## src/core/burner_pkg.sv

```systemverilog
// Purpose: Shared constants, types and register map of the burner safety sequencer.
// Assumes: 10 MHz core clock and a 100 ms sequence tick.
// Notes:   Sequence times are held in milliseconds and converted to ticks here.
package burner_pkg;

  localparam int unsigned CLK_HZ      = 10_000_000;
  localparam int unsigned TICK_MS     = 100;
  localparam int unsigned TICK_CYCLES = CLK_HZ / 1000 * TICK_MS;

  localparam int ADDR_W = 8;
  localparam int DATA_W = 32;

  typedef logic [7:0] ticks_t;
  localparam ticks_t TICK_ONE  = 8'h01;
  localparam ticks_t TICKS_MAX = 8'hFF;

  // Least times round up to whole ticks, longest times round down.
  localparam int unsigned TEST_MIN_MS    = 500;
  localparam int unsigned TEST_MAX_MS    = 2000;
  localparam int unsigned EXT_SHORT_MS   = 5000;
  localparam int unsigned EXT_LONG_MS    = 15000;
  localparam int unsigned SA_SHORT_MS    = 3000;
  localparam int unsigned SA_MID_MS      = 5000;
  localparam int unsigned SA_LONG_MS     = 10000;
  localparam int unsigned TZ_SHORT_MS    = 2000;
  localparam int unsigned TZ_MID_MS      = 3000;
  localparam int unsigned TZ_LONG_MS     = 7000;
  localparam int unsigned SB_SHORT_MS    = 1000;
  localparam int unsigned SB_LONG_MS     = 2000;
  localparam int unsigned RECYCLE_WIN_MS = 3000;
  localparam int unsigned POST_MS        = 15000;

  localparam ticks_t TEST_MIN_T  = ticks_t'((TEST_MIN_MS + TICK_MS - 1) / TICK_MS);
  localparam ticks_t TEST_MAX_T  = ticks_t'(TEST_MAX_MS / TICK_MS);
  localparam ticks_t EXT_SHORT_T = ticks_t'(EXT_SHORT_MS / TICK_MS);
  localparam ticks_t EXT_LONG_T  = ticks_t'(EXT_LONG_MS / TICK_MS);
  localparam ticks_t SA_SHORT_T  = ticks_t'(SA_SHORT_MS / TICK_MS);
  localparam ticks_t SA_MID_T    = ticks_t'(SA_MID_MS / TICK_MS);
  localparam ticks_t SA_LONG_T   = ticks_t'(SA_LONG_MS / TICK_MS);
  localparam ticks_t TZ_SHORT_T  = ticks_t'(TZ_SHORT_MS / TICK_MS);
  localparam ticks_t TZ_MID_T    = ticks_t'(TZ_MID_MS / TICK_MS);
  localparam ticks_t TZ_LONG_T   = ticks_t'(TZ_LONG_MS / TICK_MS);
  // One tick is given up so that tick phase never stretches the response.
  localparam ticks_t SB_SHORT_T  = ticks_t'(SB_SHORT_MS / TICK_MS - 1);
  localparam ticks_t SB_LONG_T   = ticks_t'(SB_LONG_MS / TICK_MS - 1);
  localparam ticks_t RECYCLE_T   = ticks_t'((RECYCLE_WIN_MS + TICK_MS - 1) / TICK_MS);
  localparam ticks_t POST_T      = ticks_t'(POST_MS / TICK_MS);

  localparam logic [1:0] SEL_MID  = 2'h1;
  localparam logic [1:0] SEL_LONG = 2'h2;

  typedef enum logic [2:0] {
    ST_IDLE, ST_TEST, ST_TRIAL, ST_RUN, ST_SHUT, ST_LOCK
  } state_t;

  typedef enum logic [2:0] {
    CAUSE_NONE, CAUSE_FALSE_FLAME, CAUSE_NO_IGNITION, CAUSE_FLAME_LOSS,
    CAUSE_POST_FLAME, CAUSE_AC_FLAME
  } cause_t;

  typedef struct packed {
    logic       heat;
    logic       flame_dc;
    logic       flame_ac;
    logic       reset_local;
    logic       reset_remote;
  } pins_t;

  typedef struct packed {
    logic       recycle_en;
    logic       sb_v1_long;
    logic       sb_v2_long;
    logic [1:0] safety_sel;
    logic       ext_long;
    logic [4:0] test_ticks;
  } cfg_t;

  localparam int   CFG_W     = $bits(cfg_t);
  localparam cfg_t CFG_RESET = 11'h014;

  typedef struct packed {
    logic [22:0] rsvd;
    logic        recycled;
    logic        heat;
    logic        flame;
    cause_t      cause;
    state_t      state;
  } status_t;

  localparam int IRQ_W       = 5;
  localparam int IRQ_LOCK    = 0;
  localparam int IRQ_START   = 1;
  localparam int IRQ_V2      = 2;
  localparam int IRQ_LOSS    = 3;
  localparam int IRQ_RECYCLE = 4;

  localparam logic [ADDR_W-1:0] ADDR_CFG     = 8'h00;
  localparam logic [ADDR_W-1:0] ADDR_STATUS  = 8'h04;
  localparam logic [ADDR_W-1:0] ADDR_IRQ_ST  = 8'h08;
  localparam logic [ADDR_W-1:0] ADDR_IRQ_EN  = 8'h0C;
  localparam logic [ADDR_W-1:0] ADDR_IRQ_CLR = 8'h10;

endpackage : burner_pkg

```

## src/core/burner_safety_sequencer.sv

```systemverilog
// Purpose: Gas burner safety sequencer with flame supervision and latched lockout.
// Assumes: Pins are asynchronous levels, active high; 10 MHz core clock.
// Notes:   Config writes act at once; change them only while the burner is idle.
//
// The address map and strobed register access were decided locally.
`timescale 1ns/100ps
`default_nettype none
// How it works
// - Before start, a configurable testing period checks that no flame is seen.
// - Heat request plus clean test energizes first valve and ignition together.
// - False flame stretches testing up to a 5 or 15 s limit, then lockout.
// - Ignition safety period selectable 3, 5 or 10 s; flame needed within it.
// - Flame present at end of safety period opens the second gas valve.
// - No flame at end of safety period drops outputs and locks out.
// - Ignition stays on 2, 3 or 7 s, paired with the safety period.
// - While running the flame is watched continuously for loss.
// - After shutdown a flame lasting about 15 s causes lockout.
// - Lockout drives both the local and the external fault indication.
// - Only a fresh press of local or remote reset leaves lockout.
// - Standard variant: flame loss while running locks out.
// - Recycle variant: flame loss shuts down and repeats start once.
// - Recycle variant: second loss within the first 3 s of running after recycle locks out.
// - Valves drop within their own 1 or 2 s flame-loss response period.
// - Only a DC flame counts; an alternating flame signal is a fault.
module burner_safety_sequencer #(
  parameter int unsigned TICK_CYCLES_P = burner_pkg::TICK_CYCLES
) (
  input  wire logic                            core_clk_in,
  input  wire logic                            reset_n_in,
  input  wire burner_pkg::pins_t               pins_in,
  input  wire logic [burner_pkg::ADDR_W-1:0]   bus_addr_in,
  input  wire logic [burner_pkg::DATA_W-1:0]   bus_wdata_in,
  input  wire logic                            bus_wr_in,
  input  wire logic                            bus_rd_in,
  output logic      [burner_pkg::DATA_W-1:0]   bus_rdata_out,
  output logic                                 first_gas_valve_out,
  output logic                                 second_gas_valve_out,
  output logic                                 ignition_out,
  output logic                                 fault_led_out,
  output logic                                 fault_ext_out,
  output logic                                 irq_out
);
  import burner_pkg::*;

  localparam int DIV_W = $clog2(TICK_CYCLES_P);
  localparam logic [DIV_W-1:0] DIV_LAST = DIV_W'(TICK_CYCLES_P - 1);

  pins_t            pins_s;
  logic [DIV_W-1:0] div_r;
  logic             tick_r;
  state_t           state_r;
  state_t           state_nxt;
  cause_t           cause_r;
  cause_t           cause_nxt;
  ticks_t           tmr_r;
  ticks_t           tmr_nxt;
  ticks_t           aux_r;
  ticks_t           aux_nxt;
  logic             recycled_r;
  logic             rst_prev_r;
  cfg_t             cfg_r;
  logic [IRQ_W-1:0] irq_st_r;
  logic [IRQ_W-1:0] irq_en_r;
  logic [IRQ_W-1:0] ev;
  logic [IRQ_W-1:0] clr_mask;
  logic [DATA_W-1:0] rd_val;
  status_t          status_w;

  pin_sync #(.WIDTH($bits(pins_t))) u_pin_sync (
    .clk_in     (core_clk_in),
    .reset_n_in (reset_n_in),
    .d_in       (pins_in),
    .q_out      (pins_s)
  );

  // Sequence tick: one-cycle enable every TICK_CYCLES_P core cycles.
  always_ff @(posedge core_clk_in or negedge reset_n_in)
  begin
    if (!reset_n_in)
    begin
      div_r  <= '0;
      tick_r <= 1'b0;
    end
    else if (div_r == DIV_LAST)
    begin
      div_r  <= '0;
      tick_r <= 1'b1;
    end
    else
    begin
      div_r  <= div_r + DIV_W'(1);
      tick_r <= 1'b0;
    end
  end

  wire heat      = pins_s.heat;
  wire flame_dc  = pins_s.flame_dc;
  wire flame_ac  = pins_s.flame_ac;
  wire flame_ok  = flame_dc & ~flame_ac;
  wire rst_any   = pins_s.reset_local | pins_s.reset_remote;
  wire rst_req   = rst_any & ~rst_prev_r;

  // Configured periods, all in ticks.
  wire ticks_t test_raw = ticks_t'(cfg_r.test_ticks);
  wire ticks_t test_t   = (test_raw < TEST_MIN_T) ? TEST_MIN_T :
                          (test_raw > TEST_MAX_T) ? TEST_MAX_T : test_raw;
  wire ticks_t ext_t    = cfg_r.ext_long ? EXT_LONG_T : EXT_SHORT_T;
  wire ticks_t sa_t     = (cfg_r.safety_sel == SEL_MID)  ? SA_MID_T :
                          (cfg_r.safety_sel == SEL_LONG) ? SA_LONG_T : SA_SHORT_T;
  wire ticks_t tz_t     = (cfg_r.safety_sel == SEL_MID)  ? TZ_MID_T :
                          (cfg_r.safety_sel == SEL_LONG) ? TZ_LONG_T : TZ_SHORT_T;
  wire ticks_t v1_t     = cfg_r.sb_v1_long ? SB_LONG_T : SB_SHORT_T;
  wire ticks_t v2_t     = cfg_r.sb_v2_long ? SB_LONG_T : SB_SHORT_T;

  wire test_pass = heat & ~flame_dc & (aux_r >= test_t);
  wire trial_end = tmr_r >= sa_t;
  wire loss_act  = (state_r == ST_RUN) & (aux_r >= v1_t);
  wire rec_go    = loss_act & cfg_r.recycle_en & ~recycled_r;

  always_comb
  begin
    state_nxt = state_r;
    cause_nxt = CAUSE_NONE;
    case (state_r)
      ST_IDLE:
        if (heat)
          state_nxt = ST_TEST;
      ST_TEST:
        if (test_pass)
          state_nxt = ST_TRIAL;
        else if (!heat)
          state_nxt = ST_IDLE;
        else if (tmr_r >= ext_t)
        begin
          state_nxt = ST_LOCK;
          cause_nxt = CAUSE_FALSE_FLAME;
        end
      ST_TRIAL:
        if (trial_end && flame_ok)
          state_nxt = ST_RUN;
        else if (trial_end)
        begin
          state_nxt = ST_LOCK;
          cause_nxt = CAUSE_NO_IGNITION;
        end
        else if (!heat)
          state_nxt = ST_SHUT;
      ST_RUN:
        if (rec_go)
          state_nxt = ST_TEST;
        else if (loss_act)
        begin
          state_nxt = ST_LOCK;
          cause_nxt = CAUSE_FLAME_LOSS;
        end
        else if (!heat)
          state_nxt = ST_SHUT;
      ST_SHUT:
        if (!flame_dc)
          state_nxt = ST_IDLE;
        else if (tmr_r >= POST_T)
        begin
          state_nxt = ST_LOCK;
          cause_nxt = CAUSE_POST_FLAME;
        end
      ST_LOCK:
        if (rst_req)
          state_nxt = ST_IDLE;
      default:
        state_nxt = ST_LOCK;
    endcase
    // An alternating flame signal overrides every other decision outside lockout.
    if (flame_ac && state_r != ST_LOCK)
    begin
      state_nxt = ST_LOCK;
      cause_nxt = CAUSE_AC_FLAME;
    end
  end

  wire chg     = state_nxt != state_r;
  wire tmr_inc = tick_r & (tmr_r != TICKS_MAX);
  wire aux_inc = tick_r & (aux_r != TICKS_MAX);
  // Aux counts quiet ticks in testing and flame-loss ticks while running.
  wire aux_clr = chg | ((state_r == ST_TEST) ? flame_dc :
                        (state_r == ST_RUN)  ? flame_ok : 1'b1);

  assign tmr_nxt = chg ? '0 : (tmr_inc ? tmr_r + TICK_ONE : tmr_r);
  assign aux_nxt = aux_clr ? '0 : (aux_inc ? aux_r + TICK_ONE : aux_r);

  wire enter_lock = (state_nxt == ST_LOCK) & (state_r != ST_LOCK);
  // The recycle grant expires after a steady run of the recycle window.
  wire rec_clear  = (state_r == ST_IDLE) | (state_r == ST_LOCK) |
                    ((state_r == ST_RUN) & (tmr_r >= RECYCLE_T));

  always_ff @(posedge core_clk_in or negedge reset_n_in)
  begin
    if (!reset_n_in)
    begin
      state_r    <= ST_IDLE;
      cause_r    <= CAUSE_NONE;
      tmr_r      <= '0;
      aux_r      <= '0;
      recycled_r <= 1'b0;
      rst_prev_r <= 1'b0;
    end
    else
    begin
      state_r    <= state_nxt;
      cause_r    <= enter_lock ? cause_nxt : (state_nxt == ST_IDLE ? CAUSE_NONE : cause_r);
      tmr_r      <= tmr_nxt;
      aux_r      <= aux_nxt;
      recycled_r <= rec_go | (recycled_r & ~rec_clear);
      rst_prev_r <= rst_any;
    end
  end

  wire v1_nxt  = (state_r == ST_TRIAL) | ((state_r == ST_RUN) & (aux_r < v1_t));
  wire v2_nxt  = (state_r == ST_RUN) & (aux_r < v2_t);
  wire ign_nxt = (state_r == ST_TRIAL) & (tmr_r < tz_t);

  always_ff @(posedge core_clk_in or negedge reset_n_in)
  begin
    if (!reset_n_in)
    begin
      first_gas_valve_out  <= 1'b0;
      second_gas_valve_out <= 1'b0;
      ignition_out         <= 1'b0;
      fault_led_out        <= 1'b0;
      fault_ext_out        <= 1'b0;
    end
    else
    begin
      first_gas_valve_out  <= v1_nxt;
      second_gas_valve_out <= v2_nxt;
      ignition_out         <= ign_nxt;
      fault_led_out        <= state_r == ST_LOCK;
      fault_ext_out        <= state_r == ST_LOCK;
    end
  end

  // Register slave and interrupt status.
  wire wr_cfg = bus_wr_in & (bus_addr_in == ADDR_CFG);
  wire wr_en  = bus_wr_in & (bus_addr_in == ADDR_IRQ_EN);
  wire wr_clr = bus_wr_in & (bus_addr_in == ADDR_IRQ_CLR);

  assign ev[IRQ_LOCK]    = enter_lock;
  assign ev[IRQ_START]   = (state_nxt == ST_TRIAL) & (state_r != ST_TRIAL);
  assign ev[IRQ_V2]      = (state_nxt == ST_RUN) & (state_r != ST_RUN);
  assign ev[IRQ_LOSS]    = loss_act;
  assign ev[IRQ_RECYCLE] = rec_go;
  assign clr_mask        = wr_clr ? bus_wdata_in[IRQ_W-1:0] : '0;

  assign status_w = '{rsvd: '0, recycled: recycled_r, heat: heat, flame: flame_ok,
                      cause: cause_r, state: state_r};

  assign rd_val = (bus_addr_in == ADDR_CFG)    ? {{(DATA_W-CFG_W){1'b0}}, cfg_r} :
                  (bus_addr_in == ADDR_STATUS) ? DATA_W'(status_w) :
                  (bus_addr_in == ADDR_IRQ_ST) ? {{(DATA_W-IRQ_W){1'b0}}, irq_st_r} :
                  (bus_addr_in == ADDR_IRQ_EN) ? {{(DATA_W-IRQ_W){1'b0}}, irq_en_r} :
                  '0;

  always_ff @(posedge core_clk_in or negedge reset_n_in)
  begin
    if (!reset_n_in)
    begin
      cfg_r         <= CFG_RESET;
      irq_en_r      <= '0;
      irq_st_r      <= '0;
      irq_out       <= 1'b0;
      bus_rdata_out <= '0;
    end
    else
    begin
      if (wr_cfg)
        cfg_r <= cfg_t'(bus_wdata_in[CFG_W-1:0]);
      if (wr_en)
        irq_en_r <= bus_wdata_in[IRQ_W-1:0];
      // A new event wins over a clear in the same cycle.
      irq_st_r      <= (irq_st_r & ~clr_mask) | ev;
      irq_out       <= |(irq_st_r & irq_en_r);
      bus_rdata_out <= bus_rd_in ? rd_val : '0;
    end
  end
endmodule : burner_safety_sequencer
`default_nettype wire

```

## src/core/pin_sync.sv

```systemverilog
// Purpose: Two-flop synchroniser for a group of asynchronous pin levels.
// Assumes: Pins are slow levels; no bus coherency across bits is needed.
// Notes:   Only the second stage may be read by other logic.
`timescale 1ns/100ps
`default_nettype none
module pin_sync #(
  parameter int WIDTH = 1
) (
  input  wire logic             clk_in,
  input  wire logic             reset_n_in,
  input  wire logic [WIDTH-1:0] d_in,
  output logic      [WIDTH-1:0] q_out
);

  logic [WIDTH-1:0] meta_r;

  always_ff @(posedge clk_in or negedge reset_n_in)
  begin
    if (!reset_n_in)
    begin
      meta_r <= '0;
      q_out  <= '0;
    end
    else
    begin
      meta_r <= d_in;
      q_out  <= meta_r;
    end
  end

endmodule : pin_sync
`default_nettype wire

```

## config.mk

```make
export PLATFORM = sky130hd
export DESIGN_NAME = burner_safety_sequencer
export DESIGN_NICKNAME = d
export VERILOG_FILES = /design/src/core/burner_pkg.sv /design/src/core/burner_safety_sequencer.sv /design/src/core/pin_sync.sv
export SDC_FILE = /design/constraint.sdc
export NUM_CORES = 1
export LEC_CHECK = 0
export BUFFER_PORTS_ARGS = -buffer_cell sky130_fd_sc_hd__buf_2
export CORE_ASPECT_RATIO = 0.7
export CORE_UTILIZATION = 60
export CTS_CLUSTER_SIZE = 24
export DETAILED_ROUTE_END_ITERATION = 10
export GPL_TIMING_DRIVEN = 0
export PLACE_DENSITY = 0.95
export SETUP_SLACK_MARGIN = 0.02
export SLEW_MARGIN = 20
export SYNTH_ARGS = -nofsm -noshare
export SYNTH_HDL_FRONTEND = slang
export SYNTH_SLANG_ARGS = --single-unit
```

## constraint.sdc

```tcl
create_clock -name core_clk_in -period 7.83 [get_ports core_clk_in]
set_clock_uncertainty 0.15 [all_clocks]
set_input_delay 0 -clock core_clk_in [delete_from_list [all_inputs] [get_ports core_clk_in]]
set_output_delay 0 -clock core_clk_in [all_outputs]
set_load 0.005 [all_outputs]
```

**Yosys cells after proc, flatten, opt, wreduce, memory -nomap -nowiden**

Index checks and enable logic that the tools add are counted.

- Flip-flop bits (word level): 92
- Input port bits: 49
- Output and inout bits: 38
- Logic and storage cells: 153

- $add $sub $neg: 3
- $lt $le $gt $ge: 11
- Equality and inequality tests: 21
- Multiplexer cells: 50
- Bitwise logic cells: 35
- Reductions and logical operators: 9

Operators by type and width:

| kind | count |
|---|---|
| $mux W3 | 18 |
| $mux W8 | 5 |
| $mux W5 | 7 |
| $mux W7 | 4 |
| $mux W11 | 2 |
| $add A20 B1 Y20 const B | 1 |
| $and A1 B1 Y1 | 20 |
| $eq A20 B20 Y1 const B | 1 |
| $mux W20 | 1 |
| $pmux W3 S6 | 1 |
| $add A8 B1 Y8 const B | 2 |
| $eq A8 B4 Y1 const B | 2 |
| $ge A8 B5 Y1 | 2 |
| $lt A8 B5 Y1 | 2 |
| $ne A8 B8 Y1 const B | 2 |
| $eq A3 B2 Y1 const B | 4 |
| $pmux W3 S4 | 1 |
| $and A5 B5 Y5 | 2 |
| $eq A3 B3 Y1 const B | 3 |
| $mux W9 | 1 |
| $eq A8 B3 Y1 const B | 1 |
| $eq A8 B5 Y1 const B | 1 |
| $ge A8 B5 Y1 const B | 1 |
| $ge A8 B7 Y1 | 1 |
| 22 further kinds | 44 |

**Logic depth before layout (Yosys ltp)**

- Depth after elaboration: 11
- Mapped depth: 11
- Mapped depth without buffers: 11

**By module**

A second synthesis with hierarchy kept.

- Cells, all modules: 471
- Area, all modules: 4,932.2 µm²

By module, submodules not included:

| module | instances | cells an instance | area each (µm²) | sequential area each (µm²) |
|---|---|---|---|---|
| burner_safety_sequencer | 1 | 461 | 4,682.0 | 2,054.5 |
| pin_sync | 1 | 10 | 250.2 | 250.2 |

**Worst setup path before layout**

No wires, ideal clock.

- Path kind: flip-flop to flip-flop
- Start: register cfg_r[6] (netlist bit)
- End: register cause_r[2]
- Setup time: 0.126 ns
- Data arrival time: 2.396 ns
- Required time: 7.554 ns
- Slack: 5.158 ns
- Stages on the path, launching flop included: 11
- Path buffers: 0
- Clock period less this slack: 2.672 ns
- Path through: dfrtp_1 -> inv_1 -> ha_1 -> ha_1 -> a21o_2 -> a221oi_4 -> a21bo_2 -> nor3_1 -> or3_4 -> nor3_4 -> o31ai_1

- Cells in the longest elaborated chain, start to end: 11
- Elaborated cells on any way between the ends: 15
- Those cells by class: order compare (1); eq/ne (3); mux (7); bitwise (1); reduce/logical (3)

Ends and longest elaborated chain:

| what | line | RTL |
|---|---|---|
| from (decl) | burner_safety_sequencer.sv:61 | `cfg_t cfg_r;` |
| from (signal assigned) | burner_safety_sequencer.sv:275 | `cfg_r <= cfg_t'(bus_wdata_in[CFG_W-1:0]);` |
| $eq A2 B2 Y1 | burner_safety_sequencer.sv:109 | `(cfg_r.safety_sel == SEL_LONG) ? SA_LONG_T : SA_SHORT_T;` |
| $mux W7 | burner_safety_sequencer.sv:109 |  |
| $mux W7 * | burner_safety_sequencer.sv:108 | `wire ticks_t sa_t = (cfg_r.safety_sel == SEL_MID) ? SA_MID_T :` |
| $ge A8 B7 Y1 * | burner_safety_sequencer.sv:116 | `wire trial_end = tmr_r >= sa_t;` |
| $mux W3 or $logic_and A1 B1 Y1 (tied branches) | burner_safety_sequencer.sv:141, burner_safety_sequencer.sv:139 |  |
| $mux W3 * | burner_safety_sequencer.sv:139 | `if (trial_end && flame_ok)` |
| $pmux W3 S6 * | burner_safety_sequencer.sv:124 | `case (state_r)` |
| $mux W3 * | burner_safety_sequencer.sv:173 | `if (flame_ac && state_r != ST_LOCK)` |
| named net state_nxt[1] | burner_safety_sequencer.sv:52 | `state_t state_nxt;` |
| $eq A3 B3 Y1 | burner_safety_sequencer.sv:190 | `wire enter_lock = (state_nxt == ST_LOCK) & (state_r != ST_LOCK);` |
| $and A1 B1 Y1 | burner_safety_sequencer.sv:190 |  |
| $mux W3 or $reduce_bool A2 Y1 (tied branches) | -- |  |
| to (signal assigned) | burner_safety_sequencer.sv:209 | `cause_r <= enter_lock ? cause_nxt : (state_nxt == ST_IDLE ? CAUSE_NONE : cause_r);` |
| to (decl) | burner_safety_sequencer.sv:53 | `cause_t cause_r;` |

Mark *: on every way through the listed nets, which the timed path passes. The rest lies on a longest branch.
A chain may end at the register's enable or synchronous reset.

**Final worst setup path**

- Start: register cfg_r[6] (netlist bit)
- End: register tmr_r[5]

- Cells in the longest elaborated chain, start to end: 10
- Elaborated cells on any way between the ends: 13
- Those cells by class: order compare (1); eq/ne (3); mux (7); reduce/logical (2)

Ends and longest elaborated chain:

| what | line | RTL |
|---|---|---|
| $eq A2 B2 Y1 | burner_safety_sequencer.sv:109 |  |
| $mux W7 | burner_safety_sequencer.sv:109 |  |
| $mux W7 * | burner_safety_sequencer.sv:108 |  |
| $ge A8 B7 Y1 * | burner_safety_sequencer.sv:116 |  |
| $mux W3 or $logic_and A1 B1 Y1 (tied branches) | burner_safety_sequencer.sv:141, burner_safety_sequencer.sv:139 |  |
| $mux W3 * | burner_safety_sequencer.sv:139 |  |
| $pmux W3 S6 * | burner_safety_sequencer.sv:124 |  |
| $mux W3 * | burner_safety_sequencer.sv:173 |  |
| named net state_nxt[0] | burner_safety_sequencer.sv:52 |  |
| $ne A3 B3 Y1 * | burner_safety_sequencer.sv:180 | `wire chg = state_nxt != state_r;` |
| $mux W8 or $reduce_bool A2 Y1 (tied branches) | -- |  |
| to (signal assigned) | burner_safety_sequencer.sv:210 | `tmr_r <= tmr_nxt;` |
| to (decl) | burner_safety_sequencer.sv:55 | `ticks_t tmr_r;` |

Marks and branches as above.

==> qor.csv <==
metric;value;unit
cp_max_fo;8;
overflow;0;
status;complete, but fails checks;
pre_cts_ws;4.83;ns
antenna_found_initial;0;
drt_iter0_drc;251;
endpoint_kind;flop;
yosys_warnings;0;
synth_edf_count;0;
hpwl;8.22;mm
grt_pass1_wl;19.9;mm
leakage;2.91;nW
synth_top_area_share;44.5;%
die_h;78.9;µm
clock_path_buffers;2;
ios;87;
max_freq;0.328;GHz
crit_required;7.88;ns
worst_hold_slack;-0.000848;ns
stdcell_area;6070;µm²
drv_slew;0;
cts_resized;0;
synthSimpleGateAreaFrac;19.4;%
synthFlopType;dfrtp_1;
syn_inst;470;
synth_area;5060;µm²
drive_above_1_share;24.3;%
cp.depth;11;
synthAdderAreaFrac;6.43;%
clk_pin_slew_worst_paths;0.07;ns
cts_tree;yes;
yosys.area.top_type;dfrtp_1;
layout_setup_ws;4.78;ns
critPathKind;reg -> reg;
gp_congestion;0.940;
powerDensity;207;nW/µm²
die_x;112;µm
async_flop_share;100;%
violations;design-rule violations, negative hold slack;
core_area;8010;µm²
ys_types;74;
setup_viol;0;
muxShareOfSynthArea;7.02;%
numCtsBuffers;9;
start_util;63.2;%
max_stage_delay;0.54;ns
synth_top_family_by_area;simple AND/OR/NAND/NOR gates;
place_area;5520;µm²
final_nets;645;
arrival;3.10;ns
ant_nets;0;
h-tree-depth;3;
cts.sinks;92;
timing.max_cap.violations;0;
path_buf_inv;2;
fin_util;75.8;%
num_antenna_cells;0;
synth_seq_area_share;45.5;%
synth.area.top_cells;dfrtp_1 44%, ha_1 6.4%, mux2_2 3.6%;
grt_max_degree;58;
syn-mean-instance-area;10.8;µm²
rsz0062_at_grt;no;
first_pass_iters;7;
grt_usage;29.5;%
vdd_drop_max;0.205;mV
tightestPinTransition;0.709;ns
synth-xor-area-share;5.36;%
setup_tns;0;ns
r2r_cells;11;
num_rows;27;
clk-insertion-delay-late;0.35;ns
viasPerCell;5.83;
grt_pass1_vias;4043;
finalHoldViolCount;1;
relSlewSlack;52.7;%
wirelength;12.1;mm
cp-start-kind;flop;
synth-compound-area-share;9.54;%
period_share;38.9;%
dieArea;8810;µm²
route.detailed.wl_per_inst;17.8;µm
hp-class;in -> async;
area.growth.synth_to_final;19.9;%
crit_path_cell_trace;inv_1 > ha_1 > inv_1 > ha_1 > and4b_4 > a221oi_4 > nand2_2 > nand2_1 > nand4_4 > xor2_1 > nor3_1;
fin_crit;3.05;ns
cts-root-buf;clkbuf_16;
vias;3942;
drc;9;
crit_slowest_cell;xor2_1;
io_buffers;43;
path_delay_family;simple AND/OR/NAND/NOR gates;
synth_seq_cells;92;
[state kept, by name, summed over array words and instances (netlist names), 3 cells and up]
signal	count
u_pin_sync.q_out	5
irq_st_r	5
bus_rdata_out	11
aux_r	8
irq_en_r	5
tmr_r	8
cfg_r	11
u_pin_sync.meta_r	5
cause_r	3
state_r	3
div_r	20
[kinds of logic after synthesis]
kind of cell	Yosys count
AO/OA/AOI/OAI	60
XOR/XNOR	31
adder cells (fa/ha/maj)	26
buffers and inverters	58
flip-flops	92
multiplexers	26
other	1
AND/OR/NAND/NOR	176
[worst reg2reg max path, cell delays in order (launching register included)]
cell,delay (ns)
dfrtp_1,0.40
inv_1,0.08
ha_1,0.19
inv_1,0.08
ha_1,0.34
and4b_4,0.26
a221oi_4,0.25
nand2_2,0.13
nand2_1,0.15
nand4_4,0.21
xor2_1,0.55
nor3_1,0.12
[worst paths after layout]
path | start | end | slack [ns]
hold / removal | reset_n_in | aux_r[2] | -0.0008
max in group asynchronous | reset_n_in | cfg_r[4] | 6.86
setup / recovery | cfg_r[6] | tmr_r[5] | 4.78
setup reg to reg | cfg_r[6] | tmr_r[5] | 4.78
hold reg to reg | u_pin_sync.meta_r[2] | u_pin_sync.q_out[2] | 0.20
min in group core_clk_in | bus_addr_in[2] | cfg_r[0] | 0.04
[cells in the final DEF, fill, tap and decap left out, types with 9 or more instances in the layout]
cell type | netlist | final
nand4_1 | 10 | 10
mux2_2 | 16 | 16
buf_4 | 22 | 23
a21oi_1 | 12 | 12
xor2_1 | 18 | 18
conb_1 | 1 | 23
nor3_1 | 13 | 13
dfrtp_1 | 90 | 90
xnor2_1 | 13 | 13
inv_1 | 23 | 23
o21ai_0 | 10 | 10
dlygate4sd3_1 | 0 | 23
nor2_1 | 37 | 37
ha_1 | 26 | 26
buf_2 | 1 | 43
nand3_1 | 15 | 15
nand2_1 | 43 | 43
clkbuf_16 | 0 | 9
[metal layers]
metal	share of wire [%]	up-vias	global-route usage [%]
li1	-	1821	-
met1	42	1929	37.4
met2	49	170	49.2
met3	7.7	22	8.63
met4	1.5	0	9.59
met5	0	-	0
[final cells by class]
class	count	area, µm²
plain buffers	35	249
fillers	538	1940
well taps	101	126
flip-flops and latches	92	2300
multi-input cells	342	2500
inverters	23	86.3
clock buffers	9	225
repair buffers	67	475
clock inverters	7	98.8
[where the power goes]
part	switching [mW]	internal, mW	total (mW)
Sequential	0.0198	0.500	0.520
Combinational	0.151	0.116	0.267
Clock	0.188	0.281	0.469
Total	0.358	0.898	1.26
[through the flow]
| stage | cells | power (mW) |
|---|---|---|
| 2_1_floorplan | 492 | 0.710 |
| 3_3_place_gp | 636 | 0.770 |
| 3_5_place_dp | 637 | 0.780 |
| 4_1_cts | 676 | 1.26 |
| 5_1_grt | 676 | 1.31 |
| 6_report | 676 | 1.26 |
[cells in the mapped netlist, types with 4 or more instances]
cell / n
buf_4: 22
o21ai_0: 10
nor2b_1: 8
dfrtp_1: 90
nand2_1: 43
inv_1: 23
nor3_1: 13
xor2_1: 18
and3_1: 7
nor4_1: 5
mux2_2: 16
mux2i_1: 4
ha_1: 26
nand4_1: 10
xnor2_1: 13
nand3_1: 15
mux4_2: 5
a21oi_1: 12
nor2_1: 37
clkbuf_1: 7
a21o_1: 5
[timing repair]
item                      4_1_cts  5_1_grt
hold buffers                   23        0
hold endpoints to repair      121        0
setup buffers                   0        0
Note: power is estimated with default switching activity, not from simulation.
